$ cat src/rtl/flash_ctl_pkg.sv
package flash_ctl_pkg;

    // clock and timing
    localparam int CLK_MHZ                = 40;
    localparam int BYTE_PROGRAM_TIME_NS   = 10000;
    localparam int SUSPEND_LATENCY_NS     = 10000;
    localparam int SECTOR_ERASE_TIME_US   = 25000;
    localparam int BLOCK_ERASE_TIME_US    = 25000;
    localparam int BYTE_PROGRAM_CYCLES    = (BYTE_PROGRAM_TIME_NS * CLK_MHZ) / 1000;
    localparam int SUSPEND_LATENCY_CYCLES = (SUSPEND_LATENCY_NS * CLK_MHZ) / 1000;
    localparam int SECTOR_ERASE_CYCLES    = SECTOR_ERASE_TIME_US * CLK_MHZ;
    localparam int BLOCK_ERASE_CYCLES     = BLOCK_ERASE_TIME_US * CLK_MHZ;
    localparam int TIMER_W                = 24;

    // command codes
    localparam logic [7:0] CMD_READ_ARRAY    = 8'hFF;
    localparam logic [7:0] CMD_READ_ID       = 8'h90;
    localparam logic [7:0] CMD_READ_STATUS   = 8'h70;
    localparam logic [7:0] CMD_CLEAR_STATUS  = 8'h50;
    localparam logic [7:0] CMD_SECTOR_ERASE  = 8'h30;
    localparam logic [7:0] CMD_BLOCK_ERASE   = 8'h20;
    localparam logic [7:0] CMD_PROGRAM       = 8'h40;
    localparam logic [7:0] CMD_PROGRAM_ALT   = 8'h10;
    localparam logic [7:0] CMD_SUSPEND       = 8'hB0;
    localparam logic [7:0] CMD_RESUME        = 8'hD0;
    localparam logic [7:0] CMD_SID_PROGRAM   = 8'hA5;
    localparam logic [7:0] CMD_SID_LOCKOUT   = 8'h85;
    localparam logic [7:0] SID_LOCKOUT_KEY   = 8'h00;

    // operation_status layout
    localparam logic [7:0] STATUS_RESET      = 8'h80;
    localparam int         READY_BIT         = 7;
    localparam int         SUSPENDED_BIT     = 6;
    localparam int         ABORT_BIT         = 1;

    // identification space
    localparam logic [31:0] MFR_ID_ADDR      = 32'hFFFC0000;
    localparam logic [31:0] DEV_ID_ADDR      = 32'hFFFC0001;
    localparam logic [31:0] SID_BASE         = 32'hFFFC0180;
    localparam logic [31:0] SID_LAST         = 32'hFFFC019F;
    localparam int          SID_BYTES        = 32;
    localparam int          SID_FACTORY      = 8;
    // arbitrary values, not tied to any maker
    localparam logic [7:0]  MFR_CODE         = 8'h3C;
    localparam logic [7:0]  DEV_CODE         = 8'hA1;
    localparam logic [63:0] FACTORY_SID      = 64'h0123456789ABCDEF;

    // erase region sizes
    localparam logic [31:0] SECTOR_MASK      = 32'hFFFFF000;
    localparam logic [31:0] BLOCK_MASK       = 32'hFFFF0000;

    typedef enum logic [1:0] {MODE_ARRAY, MODE_STATUS, MODE_ID} read_mode_t;
    typedef enum logic [2:0] {ENG_IDLE, ENG_PROGRAM, ENG_ERASE, ENG_SUSPENDED,
                              ENG_PROG_SUSP} engine_t;
    typedef enum logic [2:0] {PEND_NONE, PEND_SECTOR, PEND_BLOCK, PEND_PROGRAM,
                              PEND_SID_PROGRAM, PEND_SID_LOCKOUT} pend_t;

endpackage

$ cat src/rtl/timer_if.sv
`timescale 1ns/1ps
interface timer_if #(parameter int W = 24);
    logic         start;
    logic         run;
    logic [W-1:0] load;
    logic         done;

    modport ctl (output start, output run, output load, input done);
    modport cnt (input start, input run, input load, output done);
endinterface

$ cat src/rtl/flash_status_ctl.sv
// Overview of operation
// - status read command makes reads return status
// - reset leaves status at engine ready only
// - abort flag cleared only by clear or reset
// - bit 7 low while busy, high when ready
// - bit 6 high only while erase suspended
// - bit 1 set by locked abort, held until clear or reset
// - erase one region by any address, all ones
// - reads return status after erase command
// - locked erase fails and sets abort flag
// - locked program fails and sets abort flag
// - reads return status during program
// - one suspend code, one resume code for both
// - suspend halts erase within latency, status reads
// - successful erase suspend sets suspended flag
// - suspended region program acknowledged, not executed
// - suspended erase accepts status, id, resume
// - resume waits for program during suspension
// - program suspend and resume do nothing
// - 256-bit id space, factory low eight bytes
// - lockout freezes user id bytes until reset
// - id command maps reads to identity data
`timescale 1ns/1ps
module flash_status_ctl
    import flash_ctl_pkg::*;
#(
    parameter int SECTOR_ERASE_CNT = SECTOR_ERASE_CYCLES,
    parameter int BLOCK_ERASE_CNT  = BLOCK_ERASE_CYCLES
)
(
    input  wire logic        mclk,
    input  wire logic        rst,
    input  wire logic        wr_stb,
    input  wire logic        rd_stb,
    input  wire logic [31:0] addr,
    input  wire logic [7:0]  wdata,
    input  wire logic        target_locked,
    input  wire logic [7:0]  arr_rdata,
    output logic      [7:0]  rd_data,
    output logic             rd_valid,
    output logic             arr_erase,
    output logic             arr_program,
    output logic             arr_block,
    output logic      [31:0] arr_addr,
    output logic      [7:0]  arr_wdata
);
    import flash_ctl_pkg::*;

    localparam int susp_lat = SUSPEND_LATENCY_CYCLES;

    engine_t     eng_q, eng_d;
    read_mode_t  mode_q, mode_d;
    pend_t       pend_q, pend_d;
    logic        abort_q;
    logic        resume_pend_q;
    logic [31:0] region_q;
    logic [31:0] region_mask_q;
    logic [7:0]  rd_data_q;
    logic        rd_valid_q;
    logic        arr_erase_q;
    logic        arr_program_q;
    logic        arr_block_q;
    logic [31:0] arr_addr_q;
    logic [7:0]  arr_wdata_q;
    timer_if #(.W(TIMER_W)) erase_t ();
    timer_if #(.W(TIMER_W)) prog_t ();
    op_timer #(.W(TIMER_W)) erase_timer (.mclk(mclk), .rst(rst), .t(erase_t.cnt));
    op_timer #(.W(TIMER_W)) prog_timer  (.mclk(mclk), .rst(rst), .t(prog_t.cnt));

    // engine condition
    wire idle      = eng_q == ENG_IDLE;
    wire susp      = eng_q == ENG_SUSPENDED;
    wire busy      = !(idle || susp);
    wire erase_sus = susp || eng_q == ENG_PROG_SUSP;

    wire [7:0] status_byte;
    assign status_byte[READY_BIT]     = !busy;
    assign status_byte[SUSPENDED_BIT] = erase_sus;
    assign status_byte[ABORT_BIT]     = abort_q;
    assign status_byte[5:2]           = 4'h0;
    assign status_byte[0]             = 1'b0;
    // first cycle decode, filtered by what the engine state allows
    wire first      = wr_stb && pend_q == PEND_NONE;
    wire second     = wr_stb && pend_q != PEND_NONE;
    wire c_status   = first && wdata == CMD_READ_STATUS;
    wire c_clear    = first && wdata == CMD_CLEAR_STATUS && !busy;
    wire c_array    = first && wdata == CMD_READ_ARRAY && !busy;
    wire c_id       = first && wdata == CMD_READ_ID && !busy;
    wire c_sector   = first && wdata == CMD_SECTOR_ERASE && idle;
    wire c_block    = first && wdata == CMD_BLOCK_ERASE && idle;
    wire c_prog     = first && (wdata == CMD_PROGRAM || wdata == CMD_PROGRAM_ALT) && !busy;
    // a suspend during a program falls through with no effect
    wire c_suspend  = first && wdata == CMD_SUSPEND && eng_q == ENG_ERASE;
    wire c_resume   = first && wdata == CMD_RESUME && erase_sus;
    wire c_sid_prog = first && wdata == CMD_SID_PROGRAM && idle;
    wire c_sid_lock = first && wdata == CMD_SID_LOCKOUT && idle;
    // second cycle
    wire erase_conf = second && (pend_q == PEND_SECTOR || pend_q == PEND_BLOCK)
                      && wdata == CMD_RESUME;
    wire prog_data  = second && pend_q == PEND_PROGRAM;
    wire [31:0] sel_mask = (pend_q == PEND_BLOCK) ? BLOCK_MASK : SECTOR_MASK;
    wire in_region  = (addr & region_mask_q) == region_q;
    wire erase_go   = erase_conf && !target_locked;
    wire erase_lock = erase_conf && target_locked;
    wire prog_skip  = prog_data && erase_sus && in_region;
    wire prog_lock  = prog_data && !prog_skip && target_locked;
    wire prog_go    = prog_data && !prog_skip && !target_locked;
    wire sid_wr     = second && pend_q == PEND_SID_PROGRAM;
    wire sid_lk     = second && pend_q == PEND_SID_LOCKOUT && wdata == SID_LOCKOUT_KEY;
    wire erase_done = erase_t.done;
    wire prog_done  = prog_t.done;

    // identification read path
    wire [31:0] sid_off = addr - SID_BASE;
    wire        in_sid  = addr >= SID_BASE && addr <= SID_LAST;
    wire [7:0]  sid_byte;
    secid_store sid (
        .mclk    (mclk),
        .rst     (rst),
        .wr_en   (sid_wr && in_sid),
        .wr_idx  (sid_off[4:0]),
        .wdata   (wdata),
        .lock_en (sid_lk),
        .rd_idx  (sid_off[4:0]),
        .rd_data (sid_byte),
        .locked  ()
    );
    wire [7:0] id_byte = (addr == MFR_ID_ADDR) ? MFR_CODE :
                         (addr == DEV_ID_ADDR) ? DEV_CODE :
                         in_sid                ? sid_byte : 8'h00;
    // an engine at work always answers with status, whatever the mode
    wire show_status = busy || mode_q == MODE_STATUS;
    wire [7:0] rd_next = show_status       ? status_byte :
                         mode_q == MODE_ID ? id_byte : arr_rdata;
    // timers
    assign erase_t.start = erase_go;
    assign erase_t.load  = (pend_q == PEND_BLOCK) ? TIMER_W'(BLOCK_ERASE_CNT)
                                                  : TIMER_W'(SECTOR_ERASE_CNT);
    assign erase_t.run   = eng_q == ENG_ERASE;
    assign prog_t.start  = prog_go;
    assign prog_t.load   = TIMER_W'(BYTE_PROGRAM_CYCLES);
    assign prog_t.run    = 1'b1;

    always_comb
    begin
        eng_d = eng_q;
        unique case (eng_q)
            ENG_IDLE:
                if (erase_go)
                    eng_d = ENG_ERASE;
                else if (prog_go)
                    eng_d = ENG_PROGRAM;
            ENG_PROGRAM:
                if (prog_done)
                    eng_d = ENG_IDLE;
            ENG_ERASE:
                if (erase_done)
                    eng_d = ENG_IDLE;
                else if (c_suspend)
                    eng_d = ENG_SUSPENDED;
            ENG_SUSPENDED:
                // an erase that finished as the suspend landed is simply complete
                if (erase_done)
                    eng_d = ENG_IDLE;
                else if (prog_go)
                    eng_d = ENG_PROG_SUSP;
                else if (c_resume)
                    eng_d = ENG_ERASE;
            ENG_PROG_SUSP:
                if (prog_done)
                    eng_d = (resume_pend_q || c_resume) ? ENG_ERASE : ENG_SUSPENDED;
        endcase
    end

    always_comb
    begin
        mode_d = mode_q;
        if (c_status || c_suspend || c_sector || c_block || c_prog)
            mode_d = MODE_STATUS;
        else if (c_array)
            mode_d = MODE_ARRAY;
        else if (c_id)
            mode_d = MODE_ID;
    end

    always_comb
    begin
        pend_d = pend_q;
        if (second)
            pend_d = PEND_NONE;
        else if (c_sector)
            pend_d = PEND_SECTOR;
        else if (c_block)
            pend_d = PEND_BLOCK;
        else if (c_prog)
            pend_d = PEND_PROGRAM;
        else if (c_sid_prog)
            pend_d = PEND_SID_PROGRAM;
        else if (c_sid_lock)
            pend_d = PEND_SID_LOCKOUT;
    end

    always_ff @(posedge mclk)
    begin
        if (rst)
        begin
            eng_q  <= ENG_IDLE;
            mode_q <= MODE_ARRAY;
            pend_q <= PEND_NONE;
        end
        else
        begin
            eng_q  <= eng_d;
            mode_q <= mode_d;
            pend_q <= pend_d;
        end
    end

    // lock-abort flag: a new abort beats a clear in the same cycle
    always_ff @(posedge mclk)
    begin
        if (rst)
            abort_q <= 1'b0;
        else if (erase_lock || prog_lock)
            abort_q <= 1'b1;
        else if (c_clear)
            abort_q <= 1'b0;
    end

    always_ff @(posedge mclk)
    begin
        if (rst)
            resume_pend_q <= 1'b0;
        else if (eng_q != ENG_PROG_SUSP)
            resume_pend_q <= 1'b0;
        else if (c_resume)
            resume_pend_q <= 1'b1;
    end

    always_ff @(posedge mclk)
    begin
        if (rst)
        begin
            region_q      <= 32'h00000000;
            region_mask_q <= 32'h00000000;
        end
        else if (erase_go)
        begin
            region_q      <= addr & sel_mask;
            region_mask_q <= sel_mask;
        end
    end

    always_ff @(posedge mclk)
    begin
        if (rst)
        begin
            arr_erase_q   <= 1'b0;
            arr_program_q <= 1'b0;
            arr_block_q   <= 1'b0;
            arr_addr_q    <= 32'h00000000;
            arr_wdata_q   <= 8'hFF;
            rd_data_q     <= 8'h00;
            rd_valid_q    <= 1'b0;
        end
        else
        begin
            arr_erase_q   <= erase_go;
            arr_program_q <= prog_go;
            if (erase_go)
            begin
                arr_block_q <= pend_q == PEND_BLOCK;
                arr_addr_q  <= addr & sel_mask;
                arr_wdata_q <= 8'hFF;
            end
            else if (prog_go)
            begin
                arr_block_q <= 1'b0;
                arr_addr_q  <= addr;
                arr_wdata_q <= wdata;
            end
            rd_valid_q <= rd_stb;
            if (rd_stb)
                rd_data_q <= rd_next;
        end
    end

    assign rd_data     = rd_data_q;
    assign rd_valid    = rd_valid_q;
    assign arr_erase   = arr_erase_q;
    assign arr_program = arr_program_q;
    assign arr_block   = arr_block_q;
    assign arr_addr    = arr_addr_q;
    assign arr_wdata   = arr_wdata_q;

    reset_state_a:
    assert property (@(posedge mclk)
        rst |=> (eng_q == ENG_IDLE && !abort_q && status_byte == STATUS_RESET))
    else $error("status not at default after reset");
    status_read_a:
    assert property (@(posedge mclk) disable iff (rst)
        (mode_q == MODE_STATUS && rd_stb) |=> (rd_valid_q && rd_data_q == $past(status_byte)))
    else $error("status mode read did not return status");
    busy_read_a:
    assert property (@(posedge mclk) disable iff (rst)
        (eng_q == ENG_PROGRAM && rd_stb) |=> (rd_data_q[READY_BIT] == 1'b0))
    else $error("read during program did not show busy status");
    abort_clear_a:
    assert property (@(posedge mclk) disable iff (rst)
        $fell(abort_q) |-> $past(c_clear || rst))
    else $error("abort flag cleared without clear command");
    locked_erase_a:
    assert property (@(posedge mclk) disable iff (rst)
        erase_lock |=> (abort_q && !arr_erase_q && eng_q == ENG_IDLE))
    else $error("locked erase was not aborted");
    erase_region_a:
    assert property (@(posedge mclk) disable iff (rst)
        erase_go |=> (arr_erase_q && arr_addr_q == ($past(addr) & $past(sel_mask))
                      && arr_wdata_q == 8'hFF))
    else $error("erase start did not address one region");
    suspend_flag_a:
    assert property (@(posedge mclk) disable iff (rst)
        (c_suspend && !erase_done) |-> ##[1:susp_lat] status_byte[SUSPENDED_BIT])
    else $error("erase not suspended within latency");
    region_prog_a:
    assert property (@(posedge mclk) disable iff (rst)
        prog_skip |=> (!arr_program_q && eng_q == ENG_SUSPENDED))
    else $error("program inside suspended region was executed");
    resume_wait_a:
    assert property (@(posedge mclk) disable iff (rst)
        (eng_q == ENG_PROG_SUSP && !prog_done) |=> eng_q != ENG_ERASE)
    else $error("erase resumed before program finished");
endmodule

$ cat src/rtl/op_timer.sv
`timescale 1ns/1ps
module op_timer #(parameter int W = 24)
(
    input wire logic mclk,
    input wire logic rst,
    timer_if.cnt     t
);
    logic [W-1:0] count_q;
    logic         done_q;
    wire          last = (count_q == W'(1));

    // pausing freezes the remaining count, which is what lets an erase resume
    always_ff @(posedge mclk)
    begin
        if (rst)
        begin
            count_q <= '0;
            done_q  <= 1'b0;
        end
        else
        begin
            done_q <= t.run && last && !t.start;
            if (t.start)
                count_q <= t.load;
            else if (t.run && count_q != '0)
                count_q <= count_q - W'(1);
        end
    end

    assign t.done = done_q;
endmodule

$ cat src/rtl/secid_store.sv
`timescale 1ns/1ps
module secid_store
    import flash_ctl_pkg::*;
(
    input  wire logic       mclk,
    input  wire logic       rst,
    input  wire logic       wr_en,
    input  wire logic [4:0] wr_idx,
    input  wire logic [7:0] wdata,
    input  wire logic       lock_en,
    input  wire logic [4:0] rd_idx,
    output logic      [7:0] rd_data,
    output logic            locked
);
    logic [7:0] user_q [SID_BYTES-SID_FACTORY];
    logic       locked_q;

    wire  user_wr   = wr_en && !locked_q && wr_idx >= 5'(SID_FACTORY);
    wire  [4:0] wslot = wr_idx - 5'(SID_FACTORY);
    wire  [4:0] rslot = rd_idx - 5'(SID_FACTORY);

    // one-time cells: programming can only pull bits low
    always_ff @(posedge mclk)
    begin
        if (rst)
        begin
            locked_q <= 1'b0;
            for (int i = 0; i < SID_BYTES - SID_FACTORY; i++)
                user_q[i] <= 8'hFF;
        end
        else
        begin
            if (lock_en)
                locked_q <= 1'b1;
            if (user_wr)
                user_q[wslot] <= user_q[wslot] & wdata;
        end
    end

    assign rd_data = (rd_idx < 5'(SID_FACTORY)) ? FACTORY_SID[rd_idx[2:0]*8 +: 8]
                                                 : user_q[rslot];
    assign locked  = locked_q;

    user_locked_a:
    assert property (@(posedge mclk) disable iff (rst)
        (locked_q && wr_en && wr_idx >= 5'(SID_FACTORY))
            |=> user_q[$past(wslot)] == $past(user_q[wslot]))
    else $error("user id segment changed after lockout");
endmodule

$ cat config.mk
export PLATFORM = sky130hd
export DESIGN_NAME = flash_status_ctl
export DESIGN_NICKNAME = d
export VERILOG_FILES = /design/src/rtl/flash_ctl_pkg.sv /design/src/rtl/timer_if.sv /design/src/rtl/flash_status_ctl.sv /design/src/rtl/op_timer.sv /design/src/rtl/secid_store.sv
export SDC_FILE = /design/constraint.sdc
export NUM_CORES = 1
export LEC_CHECK = 0
export ABC_AREA = 1
export BUFFER_PORTS_ARGS = -buffer_cell sky130_fd_sc_hd__buf_2
export CORE_AREA = 2 2 186 188
export DETAILED_ROUTE_END_ITERATION = 7
export DIE_AREA = 0 0 188 190
export PLACE_DENSITY = 0.72
export RECOVER_POWER = 25
export REMOVE_ABC_BUFFERS = 1
export SLEW_MARGIN = 20
export SYNTH_ARGS = -nofsm -noshare
export SYNTH_HDL_FRONTEND = slang
export SYNTH_SLANG_ARGS = --single-unit
$ cat constraint.sdc
create_clock -name mclk -period 7.8 [get_ports mclk]
set_input_delay 0.78 -clock mclk [delete_from_list [all_inputs] [get_ports mclk]]
set_output_delay 0.78 -clock mclk [all_outputs]
set_load 0.02 [all_outputs]
==> results.json <==
{
  "status": "complete, but fails checks",
  "failed_checks": "capacitance limit, slew limit",
  "finalHoldViolations": 0,
  "async_flop_share_pct": 0,
  "synth_top_area_share_pct": 42.2,
  "ys_ff_latch": 391,
  "cts_tree": "built",
  "path_cells": "buf_2, inv_1, nor2_4, clkbuf_1, a22oi_1, nand2_1, nand2_1, nand4_1, nand2_1, nand2_1, nand2_1, clkbuf_1, inv_1",
  "final_cell_mix": "nand2_1 (499), nand3_1 (260), edfxtp_1 (256), nor2_1 (199), inv_1 (147)",
  "firstDrtPassIters": 8,
  "grt_pass1_vias": 14400,
  "worst_setup_path_end_kind": "flip-flop",
  "ys_warn_count": 0,
  "routed_wl_microns": 50000,
  "power.density_nw_per_um2": 297,
  "maxSlewHeadroom_pct": -61.0,
  "yosys-top-cells-area": "edfxtp_1 (42%), dfxtp_1 (15%), nand2_1 (10%), nand3_1 (7.1%), nor2_1 (4.1%)",
  "drc": 0,
  "synthMuxAreaShare_pct": 0,
  "dp.cells": 2500,
  "grt_max_degree": 53,
  "hold_buffers": 0,
  "synth_seq_area_share_pct": 57.0,
  "total_power_mw": 5.94,
  "nets": 2151,
  "final_util_pct": 58.9,
  "met1_length_microns": 20400,
  "port_buffers": 104,
  "grt_pass1_wl_microns": 78400,
  "required_ns": 8.12,
  "cts_resized": 0,
  "path_buf_inv": 5,
  "synth_compound_area_share_pct": 8.97,
  "synth_simple_gate_area_share_pct": 25.7,
  "synthAdderAreaFrac_pct": 0.687,
  "fmax_mhz": 175,
  "htreeDepth": 2,
  "yosysTopAreaCell": "edfxtp_1",
  "n_antenna_cell": 0,
  "maxUsedRoutingLayer": "met4",
  "rows": 68,
  "crit_type": "in2reg",
  "fin_crit_ns": 5.71,
  "ir_drop_mv": 0.236,
  "overflow": 0,
  "dr.first_iter.drc_count": 1657,
  "synth_top_family_by_area": "simple AND/OR/NAND/NOR gates",
  "hold_depth": 2,
  "synthesis.area_sq_um": 18200,
  "viasPerCell": 5.92,
  "setup.worst_path.start_class": "input port",
  "synth-xor-area-share_pct": 1.11,
  "skew_ns": 0.0194,
  "antenna_found_initial": 0,
  "vias": 15200,
  "wire_per_inst_microns": 19.4,
  "crit_top_cell": "nand2_1",
  "hold_start": "arr_addr[10]",
  "hold_class": "reg2reg",
  "worst-r2r-setup-slack_ns": 3.42,
  "crit_arrival_ns": 6.03,
  "r2r_end": "arr_block",
  "cp_slowest_stage_delay_ns": 1.75,
  "tightest_slew_ns": 2.42,
  "core_area_sq_um": 33900,
  "crit_slowest_cell": "clkbuf_1",
  "clkSinkCount": 391,
  "initial_core_util_pct": 53.7,
  "final_layout_size_suffix_gt1_share_pct": 7.59,
  "ff2ff_path_depth": 12,
  "period_share_pct": 73.2,
  "finalSetupViolCount": 0,
  "ys_types": 51,
  "die_area_sq_um": 35700,
  "finalSetupTns_ns": 0,
  "placedInstanceArea_sq_um": 18900,
  "slew_viol_final": 156,
  "post-dp-hpwl_microns": 32900,
  "cp_max_fo": 43,
  "die_x_microns": 188,
  "dr_wl_met3_microns": 4700,
  "netlist_instances": 2036,
  "final_common_cell": "nand2_1",
  "rsz0062_at_grt": "false",
  "crit_family": "buffers and inverters",
  "syn2layout_area_growth_pct": 9.77,
  "die_y_microns": 190,
  "io_pins": 105,
  "hold_end": "arr_addr[10]",
  "postRouteAntennaNets": 0,
  "synth_edf_count": 256,
  "synth_top_flop_cell": "edfxtp_1",
  "cts_buffers": 41,
  "worstSetupPathDepth": 13,
  "gp_congestion": 0.942,
  "met2_length_microns": 23100,
  "grtUsageTotal_pct": 27.8,
  "p_leak_nw": 7.20,
  "clk_latency_ns": 0.54,
  "cts_root_buf": "clkbuf_16",
  "r2r_start": "region_mask_q[30]",
  "avgSynthCellArea_sq_um": 8.95,
  "clk_pin_slew_ns": 0.06,
  "fin_area_sq_um": 20000,
  "stdcell_count": 2575,
  "post-cts-setup-buffer-count": 0,
  "drv_cap": 5,
  "clockBufferDepth": 3
}
## cells by family (layout without fill, tap and decap cells)
group | after synthesis | count (layout)
adders and majority gates | 10 | 10
AOI/OAI and AO/OA | 266 | 266
xor gates and xnor gates | 23 | 23
and+or+nand+nor | 1073 | 1073
buffers and inverters | 273 | 357
DFF | 391 | 391
## cell usage after synthesis (all sizes together), types with 3 or more instances
cell type  number
nand2         502
nand3         263
edfxtp        256
nor2          212
inv           156
dfxtp         135
a21oi          86
a22oi          71
buf            68
o21ai          61
clkbuf         47
nand4          32
nor3           29
xor2           21
a22o           10
ha             10
nor4           10
a31oi           9
or2             9
o211ai          7
a211oi          5
nand3b          5
nor3b           5
and2            4
o22ai           4
o21a            3
## power by group
group,total (mW),switching (mW),internal (mW),leakage [nW]
registers,2.47,0.131,2.34,2.98
logic,1.65,1.09,0.565,3.63
clock network,1.81,0.809,1.01,0.602
## flip-flops by register name, indices dropped and copies added (netlist names)
name                 count
arr_program              1
rd_valid                 1
abort_q                  1
sid.locked               1
eng_q                    3
sid.user_q             256
arr_block                1
prog_timer.t.done        1
rd_data                  8
mode_q                   2
erase_timer.t.done       1
pend_q                   3
arr_erase                1
erase_timer.count_q     24
region_q                20
region_mask_q            2
arr_addr                32
prog_timer.count_q      24
arr_wdata                8
resume_pend_q            1
## metrics by stage
step | setup WS, ns | hold WS [ns]
2_1_floorplan | 3.10 | 0.430
3_3_place_gp | 3.31 | 0.448
3_5_place_dp | 3.17 | 0.451
4_1_cts | 3.72 | 0.460
5_1_grt | 1.84 | 0.472
6_report | 2.09 | 0.459
## worst register-to-register path, cell delays in order, from the launching register on
cell	delay (ns)
dfxtp_1	0.73
inv_1	0.26
nor3_1	0.24
nor3_1	0.08
nand2_1	0.07
nor2_1	0.04
nand3_1	0.14
nand3_1	0.75
nand2_1	0.24
clkbuf_1	0.87
inv_2	0.49
nand2_1	0.18
a21oi_1	0.07
## worst max-delay path by stage
stage	from	to
floorplan	addr[0]	sid.user_q[13][0]
global placement	addr[0]	sid.user_q[5][3]
detailed placement	addr[0]	sid.user_q[13][5]
CTS	addr[0]	sid.user_q[13][2]
global route	addr[0]	sid.user_q[28][2]
finish	addr[0]	sid.user_q[28][2]
## per-layer routing
metal	GRT usage, %	up-vias
met5	0	-
met4	10.6	0
met3	4.35	121
met2	44.8	820
met1	38.1	7246
li1	-	7062
## final cells by class
cell class | count | area [sq um]
clock buffers | 50 | 1100
clock inverters | 25 | 124
fillers | 2947 | 13900
inverters | 158 | 593
multi-input cells | 1372 | 6640
flip-flops and latches | 391 | 10400
well taps | 455 | 569
repair buffers | 124 | 587
Note: power is estimated with default switching activity, not from simulation.
